===== src/verilog/bbc_pkg.sv =====
package bbc_pkg;
  localparam logic [7:0] REG_MODE = 8'h02;
  localparam logic [7:0] REG_POL  = 8'h03;
  localparam logic [7:0] REG_STAT = 8'h04;
  localparam int B_FPWM  = 0;
  localparam int B_RISE  = 1;
  localparam int B_FALL  = 2;
  localparam int B_DIS   = 3;
  localparam int B_UMODE = 6;
  localparam int B_OCP   = 0;
  localparam int B_POL   = 4;
  localparam int B_EN    = 6;
  localparam int S_PG    = 0;
  localparam int S_SS    = 1;
  localparam int S_HIC   = 2;
  localparam int S_TSD   = 3;
  localparam int S_UV    = 4;
  localparam int S_OC    = 5;
  localparam logic [7:0] MODE_RST = 8'h00;
  localparam logic [7:0] POL_RST  = 8'h40;
  localparam logic [7:0] ZERO8    = 8'h00;
  // Arbitrary bus address
  localparam logic [6:0] SLAVE_ADDR_DEF = 7'h2a;
  localparam logic [3:0] BYTE_BITS  = 4'h8;
  localparam logic [1:0] STRAP_HOLD = 2'h3;
  localparam int CLK_MHZ   = 100;
  localparam int T_IDLE_NS = 37000;
  localparam int T_USP_NS  = 50;
  localparam int T_OCF_NS  = 100;
  localparam int T_PGF_NS  = 3000;
  localparam int T_PGR_US  = 1500;
  localparam int T_HIC_US  = 15000;
  localparam int OC_CYCLES = 17;
  localparam int C_IDLE = (T_IDLE_NS * CLK_MHZ + 999) / 1000;
  localparam int C_USP  = (T_USP_NS * CLK_MHZ) / 1000;
  localparam int C_OCF  = (T_OCF_NS * CLK_MHZ + 999) / 1000;
  localparam int C_PGF  = (T_PGF_NS * CLK_MHZ + 999) / 1000;
  localparam int C_PGR  = T_PGR_US * CLK_MHZ;
  localparam int C_HIC  = T_HIC_US * CLK_MHZ;
  typedef enum logic [4:0] {
    ST_IDLE = 5'h01,
    ST_ADDR = 5'h02,
    ST_PTR  = 5'h04,
    ST_WR   = 5'h08,
    ST_RD   = 5'h10
  } bbc_ser_t;
endpackage


===== src/verilog/bbc_top.sv =====
`timescale 1ns/1ns
`default_nettype none
module bbc_top #(
  parameter logic [6:0] SLAVE_ADDR  = bbc_pkg::SLAVE_ADDR_DEF,
  parameter int         PG_RISE_CYC = bbc_pkg::C_PGR,
  parameter int         HICCUP_CYC  = bbc_pkg::C_HIC
) (
  input  wire logic mclk,
  input  wire logic rst_b,
  input  wire logic chip_enable,
  input  wire logic mode_strap,
  input  wire logic overcurrent_select_strap,
  input  wire logic uvlo_flag,
  input  wire logic over_temp,
  input  wire logic oc_trip,
  input  wire logic reverse_trip,
  input  wire logic feedback_sense,
  input  wire logic vout_above_80,
  input  wire logic vout_below_20,
  input  wire logic vout_at_target,
  input  wire logic scl_i,
  input  wire logic sda_i,
  input  wire logic switch_event,
  input  wire logic cycle_start,
  input  wire logic boost_active,
  input  wire logic buck_high_req,
  input  wire logic buck_low_req,
  input  wire logic boost_output_req,
  input  wire logic boost_ground_req,
  output logic      sda_o,
  output logic      sda_oe,
  output logic      power_good_out,
  output logic      power_good_oe,
  output logic      buck_high_switch,
  output logic      buck_low_switch,
  output logic      boost_output_switch,
  output logic      boost_ground_switch,
  output logic      regulator_on,
  output logic      soft_start_active,
  output logic      forced_pwm_active,
  output logic      ultrasonic_active,
  output logic      freq_reduce,
  output logic      hiccup_active,
  output logic      ocp_threshold_high,
  output logic      rise_rate_select,
  output logic      fall_rate_select,
  output logic      discharge_on
);
  import bbc_pkg::*;

  localparam int NSYNC = 13;
  // One counter times both delays, so it must hold the longer one
  localparam int PGMAX = (PG_RISE_CYC > C_PGF) ? PG_RISE_CYC : C_PGF;
  localparam int PGW   = $clog2(PGMAX + 1);
  localparam logic [NSYNC-1:0] SY_IDLE = {2'b11, {(NSYNC-2){1'b0}}};
  localparam int HCW   = $clog2(HICCUP_CYC + 1);
  localparam int IDW   = $clog2(C_IDLE + 1);
  localparam int UPW   = $clog2(C_USP + 1);
  localparam int OFW   = $clog2(C_OCF + 1);
  localparam int OCW   = $clog2(OC_CYCLES + 1);

  logic [NSYNC-1:0] sy1_q;
  logic [NSYNC-1:0] sy2_q;
  logic             scl_s;
  logic             sda_s;
  logic             mode_s;
  logic             ocps_s;
  logic             ce_s;
  logic             uv_s;
  logic             ot_s;
  logic             oct_s;
  logic             rev_s;
  logic             fb_s;
  logic             a80_s;
  logic             b20_s;
  logic             tgt_s;
  logic             scl_d_q;
  logic             sda_d_q;
  logic             scl_rise;
  logic             scl_fall;
  logic             bus_start;
  logic             bus_stop;
  logic [1:0]       load_q;
  logic             defaults;
  logic [7:0]       mode_q;
  logic [7:0]       pol_q;
  logic [7:0]       stat;
  logic [7:0]       rd_byte;
  logic [7:0]       rd_ptr;
  bbc_ser_t         st_q;
  logic [3:0]       cnt_q;
  logic             ackph_q;
  logic [7:0]       sr_q;
  logic [7:0]       tx_q;
  logic [7:0]       ptr_q;
  logic             mack_q;
  logic             sda_oe_q;
  logic             wr_stb;
  logic             run_en;
  logic             run;
  logic             us_mode;
  logic             ss_q;
  logic             pg_q;
  logic [PGW-1:0]   pgc_q;
  logic [PGW-1:0]   pg_lim;
  logic             pg_oe_q;
  logic             oc_q;
  logic [OFW-1:0]   ocf_q;
  logic             oc_seen_q;
  logic [OCW-1:0]   occ_q;
  logic             hic_q;
  logic [HCW-1:0]   hcnt_q;
  logic             rev_blk_q;
  logic [IDW-1:0]   idc_q;
  logic [UPW-1:0]   upc_q;
  logic             usp_q;

  // Status, strap and bus inputs pass two flops; switch_event, cycle_start, boost_active and the requests do not
  always_ff @(posedge mclk or negedge rst_b) begin
    if (!rst_b) begin
      // Bus lines start at their idle high level so no false edge follows reset
      sy1_q <= SY_IDLE;
      sy2_q <= SY_IDLE;
    end else begin
      sy1_q <= {scl_i, sda_i, mode_strap, overcurrent_select_strap, chip_enable, uvlo_flag, over_temp,
                oc_trip, reverse_trip, feedback_sense, vout_above_80, vout_below_20, vout_at_target};
      sy2_q <= sy1_q;
    end
  end
  assign {scl_s, sda_s, mode_s, ocps_s, ce_s, uv_s, ot_s, oct_s, rev_s, fb_s, a80_s, b20_s, tgt_s} = sy2_q;

  // Straps need the synchroniser filled, so defaults are reloaded for a few cycles
  always_ff @(posedge mclk or negedge rst_b) begin
    if (!rst_b) begin
      load_q <= STRAP_HOLD;
    end else if (!ce_s) begin
      load_q <= STRAP_HOLD;
    end else if (load_q != 2'h0) begin
      load_q <= load_q - 2'h1;
    end
  end
  assign defaults = !ce_s || (load_q != 2'h0);

  always_ff @(posedge mclk or negedge rst_b) begin
    if (!rst_b) begin
      mode_q <= MODE_RST;
      pol_q  <= POL_RST;
    end else if (defaults) begin
      mode_q         <= MODE_RST;
      mode_q[B_FPWM] <= mode_s;
      pol_q          <= POL_RST;
      pol_q[B_OCP]   <= ocps_s;
    end else if (wr_stb) begin
      if (ptr_q == REG_MODE) begin
        mode_q <= sr_q;
      end
      if (ptr_q == REG_POL) begin
        pol_q <= sr_q;
      end
    end
  end

  always_comb begin
    stat        = ZERO8;
    stat[S_PG]  = pg_q;
    stat[S_SS]  = ss_q;
    stat[S_HIC] = hic_q;
    stat[S_TSD] = ot_s;
    stat[S_UV]  = uv_s;
    stat[S_OC]  = oc_q;
  end

  // A continued read fetches the next location ahead of the pointer update
  assign rd_ptr = (st_q == ST_RD) ? ptr_q + 8'h01 : ptr_q;
  always_comb begin
    case (rd_ptr)
      REG_MODE: rd_byte = mode_q;
      REG_POL:  rd_byte = pol_q;
      REG_STAT: rd_byte = stat;
      default:  rd_byte = ZERO8;
    endcase
  end

  always_ff @(posedge mclk or negedge rst_b) begin
    if (!rst_b) begin
      scl_d_q <= 1'b1;
      sda_d_q <= 1'b1;
    end else begin
      scl_d_q <= scl_s;
      sda_d_q <= sda_s;
    end
  end
  assign scl_rise  = scl_s && !scl_d_q;
  assign scl_fall  = !scl_s && scl_d_q;
  assign bus_start = scl_s && scl_d_q && sda_d_q && !sda_s;
  assign bus_stop  = scl_s && scl_d_q && !sda_d_q && sda_s;
  assign wr_stb    = scl_fall && ackph_q && (st_q == ST_WR) && !bus_start && !bus_stop;

  always_ff @(posedge mclk or negedge rst_b) begin
    if (!rst_b) begin
      st_q     <= ST_IDLE;
      cnt_q    <= 4'h0;
      ackph_q  <= 1'b0;
      sr_q     <= ZERO8;
      tx_q     <= ZERO8;
      ptr_q    <= ZERO8;
      mack_q   <= 1'b0;
      sda_oe_q <= 1'b0;
    end else if (bus_start) begin
      st_q     <= ST_ADDR;
      cnt_q    <= 4'h0;
      ackph_q  <= 1'b0;
      sda_oe_q <= 1'b0;
    end else if (bus_stop) begin
      st_q     <= ST_IDLE;
      ackph_q  <= 1'b0;
      sda_oe_q <= 1'b0;
    end else if (st_q != ST_IDLE) begin
      if (scl_rise) begin
        if (!ackph_q) begin
          sr_q  <= {sr_q[6:0], sda_s};
          cnt_q <= cnt_q + 4'h1;
        end else begin
          mack_q <= !sda_s;
        end
      end else if (scl_fall) begin
        if (!ackph_q && cnt_q == BYTE_BITS) begin
          ackph_q <= 1'b1;
          case (st_q)
            ST_ADDR: begin
              if (sr_q[7:1] == SLAVE_ADDR) begin
                sda_oe_q <= 1'b1;
              end else begin
                st_q <= ST_IDLE;
              end
            end
            ST_RD:   sda_oe_q <= 1'b0;
            default: sda_oe_q <= 1'b1;
          endcase
        end else if (ackph_q) begin
          ackph_q  <= 1'b0;
          cnt_q    <= 4'h0;
          sda_oe_q <= 1'b0;
          case (st_q)
            ST_ADDR: begin
              if (sr_q[0]) begin
                st_q     <= ST_RD;
                tx_q     <= rd_byte;
                sda_oe_q <= !rd_byte[7];
              end else begin
                st_q <= ST_PTR;
              end
            end
            ST_PTR: begin
              ptr_q <= sr_q;
              st_q  <= ST_WR;
            end
            ST_WR:   ptr_q <= ptr_q + 8'h01;
            ST_RD: begin
              if (mack_q) begin
                ptr_q    <= ptr_q + 8'h01;
                tx_q     <= rd_byte;
                sda_oe_q <= !rd_byte[7];
              end else begin
                st_q <= ST_IDLE;
              end
            end
            default: st_q <= ST_IDLE;
          endcase
        end else if (st_q == ST_RD) begin
          sda_oe_q <= !tx_q[6];
          tx_q     <= {tx_q[6:0], 1'b0};
        end
      end
    end
  end
  assign sda_oe = sda_oe_q;
  assign sda_o  = 1'b0;

  assign run_en  = ce_s && pol_q[B_EN] && !uv_s && !ot_s;
  assign run     = run_en && !hic_q;
  assign us_mode = !mode_q[B_FPWM] && mode_q[B_UMODE];

  // Any stop of the regulator forces a fresh soft-start
  always_ff @(posedge mclk or negedge rst_b) begin
    if (!rst_b) begin
      ss_q <= 1'b1;
    end else if (!run) begin
      ss_q <= 1'b1;
    end else if (a80_s) begin
      ss_q <= 1'b0;
    end
  end

  assign pg_lim = pg_q ? PGW'(C_PGF - 1) : PGW'(PG_RISE_CYC - 1);
  always_ff @(posedge mclk or negedge rst_b) begin
    if (!rst_b) begin
      pg_q  <= 1'b0;
      pgc_q <= '0;
    end else if (ss_q || !run) begin
      pg_q  <= 1'b0;
      pgc_q <= '0;
    end else if (pg_q ? b20_s : tgt_s) begin
      if (pgc_q == pg_lim) begin
        pg_q  <= !pg_q;
        pgc_q <= '0;
      end else begin
        pgc_q <= pgc_q + 1'b1;
      end
    end else begin
      pgc_q <= '0;
    end
  end

  always_ff @(posedge mclk or negedge rst_b) begin
    if (!rst_b) begin
      pg_oe_q <= 1'b1;
    end else begin
      pg_oe_q <= !(pg_q ^ pol_q[B_POL]);
    end
  end
  assign power_good_oe  = pg_oe_q;
  assign power_good_out = 1'b0;

  always_ff @(posedge mclk or negedge rst_b) begin
    if (!rst_b) begin
      oc_q  <= 1'b0;
      ocf_q <= '0;
    end else if (!oct_s) begin
      oc_q  <= 1'b0;
      ocf_q <= '0;
    end else if (ocf_q == OFW'(C_OCF - 1)) begin
      oc_q <= 1'b1;
    end else begin
      ocf_q <= ocf_q + 1'b1;
    end
  end

  // Set wins over the cycle boundary clear so no trip is missed
  always_ff @(posedge mclk or negedge rst_b) begin
    if (!rst_b) begin
      oc_seen_q <= 1'b0;
    end else if (oc_q) begin
      oc_seen_q <= 1'b1;
    end else if (cycle_start) begin
      oc_seen_q <= 1'b0;
    end
  end

  always_ff @(posedge mclk or negedge rst_b) begin
    if (!rst_b) begin
      hic_q  <= 1'b0;
      hcnt_q <= '0;
      occ_q  <= '0;
    end else if (hic_q) begin
      if (hcnt_q == HCW'(HICCUP_CYC - 1)) begin
        hic_q  <= 1'b0;
        hcnt_q <= '0;
      end else begin
        hcnt_q <= hcnt_q + 1'b1;
      end
    end else if (cycle_start) begin
      if (!(oc_seen_q || oc_q)) begin
        occ_q <= '0;
      end else if (occ_q == OCW'(OC_CYCLES - 1)) begin
        hic_q <= 1'b1;
        occ_q <= '0;
      end else begin
        occ_q <= occ_q + 1'b1;
      end
    end
  end

  always_ff @(posedge mclk or negedge rst_b) begin
    if (!rst_b) begin
      rev_blk_q <= 1'b0;
    end else if (rev_s && mode_q[B_FPWM] && run) begin
      rev_blk_q <= 1'b1;
    end else if (cycle_start) begin
      rev_blk_q <= 1'b0;
    end
  end

  // Idle count holds at its end so pulses repeat while feedback stays high
  always_ff @(posedge mclk or negedge rst_b) begin
    if (!rst_b) begin
      idc_q <= '0;
      upc_q <= '0;
      usp_q <= 1'b0;
    end else if (switch_event || !us_mode || !run) begin
      idc_q <= '0;
      upc_q <= '0;
      usp_q <= 1'b0;
    end else if (usp_q) begin
      if (upc_q == UPW'(C_USP - 1)) begin
        usp_q <= 1'b0;
        upc_q <= '0;
      end else begin
        upc_q <= upc_q + 1'b1;
      end
    end else if (idc_q == IDW'(C_IDLE - 1)) begin
      usp_q <= fb_s;
    end else begin
      idc_q <= idc_q + 1'b1;
    end
  end

  always_ff @(posedge mclk or negedge rst_b) begin
    if (!rst_b) begin
      buck_high_switch    <= 1'b0;
      buck_low_switch     <= 1'b0;
      boost_output_switch <= 1'b0;
      boost_ground_switch <= 1'b0;
    end else if (!run) begin
      buck_high_switch    <= 1'b0;
      buck_low_switch     <= 1'b0;
      boost_output_switch <= 1'b0;
      boost_ground_switch <= 1'b0;
    end else begin
      buck_high_switch    <= buck_high_req && !oc_q;
      buck_low_switch     <= (buck_low_req || oc_q || (usp_q && !boost_active)) && !rev_blk_q;
      boost_output_switch <= boost_output_req || (usp_q && boost_active);
      boost_ground_switch <= boost_ground_req && !(usp_q && boost_active);
    end
  end

  always_ff @(posedge mclk or negedge rst_b) begin
    if (!rst_b) begin
      regulator_on       <= 1'b0;
      forced_pwm_active  <= 1'b0;
      ultrasonic_active  <= 1'b0;
      freq_reduce        <= 1'b0;
      hiccup_active      <= 1'b0;
      ocp_threshold_high <= 1'b0;
      rise_rate_select   <= 1'b0;
      fall_rate_select   <= 1'b0;
      discharge_on       <= 1'b0;
    end else begin
      regulator_on       <= run;
      forced_pwm_active  <= mode_q[B_FPWM];
      ultrasonic_active  <= us_mode;
      freq_reduce        <= oc_q;
      hiccup_active      <= hic_q;
      ocp_threshold_high <= pol_q[B_OCP];
      rise_rate_select   <= mode_q[B_RISE];
      fall_rate_select   <= mode_q[B_FALL];
      discharge_on       <= mode_q[B_DIS] && !run_en;
    end
  end
  assign soft_start_active = ss_q;
endmodule
`default_nettype wire


===== config.mk =====
export PLATFORM = sky130hd
export DESIGN_NAME = bbc_top
export DESIGN_NICKNAME = d
export VERILOG_FILES = /design/src/verilog/bbc_pkg.sv /design/src/verilog/bbc_top.sv
export SDC_FILE = /design/constraint.sdc
export NUM_CORES = 1
export LEC_CHECK = 0
export BUFFER_PORTS_ARGS = -buffer_cell sky130_fd_sc_hd__clkbuf_2
export CORE_UTILIZATION = 40
export DETAILED_ROUTE_END_ITERATION = 8
export PLACE_DENSITY_LB_ADDON = 0.05
export SLEW_MARGIN = 10
export SYNTH_ARGS = -nofsm -noshare
export SYNTH_HDL_FRONTEND = slang
export SYNTH_SLANG_ARGS = --single-unit
export TNS_END_PERCENT = 10

===== constraint.sdc =====
create_clock -name mclk -period 3.9 [get_ports mclk]
set_input_delay 0.39 -clock mclk [delete_from_list [all_inputs] [get_ports mclk]]
set_output_delay 0.39 -clock mclk [all_outputs]
set_load 0.05 [all_outputs]

==> qor.txt <==
hold buffer count at CTS: 0
fin crit share: 0.673
Antenna Diode Count: 0
hpwl dp: 12000 microns
PwrDens: 427 nW/um^2
Max Fclk: 381 MHz
post-synthesis area per instance: 10.4 sq um
Max-Cap Viols: 0
drt wl/cell: 16.2 microns
PortBufs: 37
Final setup viols: 0
R2R cell count: 6
final WL: 17500 microns
first-pass GRT wire length: 29400 microns
Final nets: 838
Final Max Slew Viols: 0
status: finished, final reports clean
Max VDD drop: 0.317 mV
DR DRC count: 0
Mapped Area: 7910 sq um
EDFF count, synth: 0
post-route ant nets: 0
Top Ports: 40
Clock Tree Buf Depth: 2
Num Clock Sinks: 165
flop-to-flop setup slack: 1.27 ns
Remaining Overflow, GRT: 0
detailed-router iteration count before antenna repair: 5
Total GRT Usage: 0.186
Fin. Hold Viols: 0
CTS buffer count: 17
Yosys top cell area share: 0.484
Die Height: 143 microns
dpl cells: 1044
1st-iter DRT viols: 361
Sum Neg Setup Slack: 0 ns
Multi-input gate area: 3490 sq um
pre-CTS setup slack: 1.32 ns
CTS H-tree depth: 4
cell with the most instances after synthesis: dfrtp_1
starting density of the core: 0.408
clock slew at reported path FFs: 0.07 ns
Hold Crit Start: sda_i
CTS root buffer: clkbuf_16
Ys Warns: 0
startpoint class of the critical path: register
worst reg2reg endpoint: sda_oe
Worst Setup Path Type: register to register
WHS Endpoint: sy1_q[11]
worst-path maximum fanout: 8
post-route insts no fill: 1076
FFs w/ async S/R, synth: 1.00
# rows: 51
slew margin rel.: 0.358
total via count in the routed design: 5721
layout cells sized above 1: 0.138
Worst R2R Start: st_q[1]
clk_lat worst skew: 0.42 ns
Critical Path RT: 4.21 ns
hold_ws: 0.0457 ns
Cell variety after synth: 71
synthesis-to-finish area growth: 12.3%
synth cell count leaders: 153 x dfrtp_1, 84 x nor2_1, 65 x nand2_1, 39 x inv_1, 33 x nand3_1
unrepaired setup endpoints after global routing: false
CP endpoint kind: register
Syn Inst Count: 764
initial antenna violation count: 0
Setup Fix Bufs, Post-CTS: 0
vias in the first global route: 5693
CTS tree: yes
core area: 19400 sq um
post-CTS sizing: 0
leakage: 3.86 nW
vias per cell: 5.32
die span in x: 143 microns
area leader, netlist: dfrtp_1
Final Power: 3.80 mW
# fillers: 1880
Max Clock Skew: 0.00988 ns
register area: 4140 sq um
sequential-to-total area share from yosys stat: 0.524
Worst-Margin Slew: 0.963 ns
worst min path class: primary input to register
die area: 20300 sq um
synth top area cells: dfrtp_1 48%, dfstp_2 4.0%, nor2_1 4.0%
Setup WS post-layout: 1.27 ns
Main synth FF type: dfrtp_1
post-layout minimum cycle time: 2.63 ns
hold-critical path depth: 1
largest net degree at the start of global routing: 104
FF+latch count, synth: 165
critical path data arrival time: 2.94 ns
Final GP Congestion: 0.851
==> cells in the final DEF (no fill, tap or decap), drive strengths merged, types with 7 or more instances in the layout <==
cell type and count:
dfstp 12, nand3 33, nor3 18, a211oi 7, xor2 25, xnor2 23
nand2 67, and2 8, clkbuf 55, o31ai 9, o21ai 45, and3 12
nor4 7, nor2b 7, mux2i 19, ha 18, nor2 84, a21oi 26
inv 43, o22ai 7, dfrtp 153, mux2 13, nand4 21
==> stage by stage <==
stage / utilization / area (sq um)
floorplan: - / 7920
finish: 0.458 / 8890
global route: 0.458 / 8890
global placement: 0.429 / 8330
detailed placement: 0.429 / 8330
CTS: 0.458 / 8890
==> worst max-delay path by stage <==
stage | from | end | slack [ns]
6_report | st_q[1] | sda_oe | 1.27
3_3_place_gp | st_q[1] | sda_oe | 1.26
2_1_floorplan | ptr_q[1] | tx_q[1] | 1.74
4_1_cts | st_q[1] | sda_oe | 1.28
3_5_place_dp | st_q[1] | sda_oe | 1.32
5_1_grt | ackph_q | tx_q[5] | 1.05
==> logic make-up (layout without fill, tap and decap cells) <==
group	after synthesis	in the layout	synth area share
DFF	165	165	0.524
AOI/OAI and AO/OA	147	147	0.133
xor gates and xnor gates	48	48	0.0531
other	1	2	0.000474
and+or+nand+nor	289	289	0.183
muxes	32	32	0.0425
buffers and inverters	64	110	0.0354
adders and majority gates	18	18	0.0285
==> registers in the layout, summed over array words and instances (netlist names), 3 cells and up <==
register  count
ptr_q         8
ocf_q         4
sy2_q        13
upc_q         3
mode_q        8
occ_q         5
pgc_q        18
tx_q          7
hcnt_q       21
pol_q         8
st_q          5
sy1_q        13
cnt_q         4
idc_q        12
sr_q          8
==> worst max-delay path, cell delays in order, from the launching register on <==
cell	delay (ns)
dfrtp_1	0.46
nor4_4	0.54
and2_1	0.43
a31oi_1	0.27
a211oi_4	0.50
a211oi_1	0.14
a21o_1	0.18
==> layout make-up <==
class                   count  share of cell area
clock inverters            13              0.0141
well taps                 265              0.0373
flip-flops and latches    165               0.466
multi-input cells         536               0.393
repair buffers             38              0.0238
clock buffers              19              0.0487
inverters                  40              0.0169
==> power by group <==
part           internal [mW]  switching (mW)  total (mW)
Clock                  0.886           0.713        1.60
Combinational          0.117           0.156       0.273
Sequential              1.80           0.130        1.93
==> per-layer routing <==
metal  track usage  vias to the layer above  share of wire
met2         0.301                       81           0.47
li1              -                     2781              -
met1         0.250                     2844           0.49
met4        0.0538                        0          0.012
met3        0.0419                       15          0.028
met5             0                        -              0
Power figures use the tool's default switching activity.
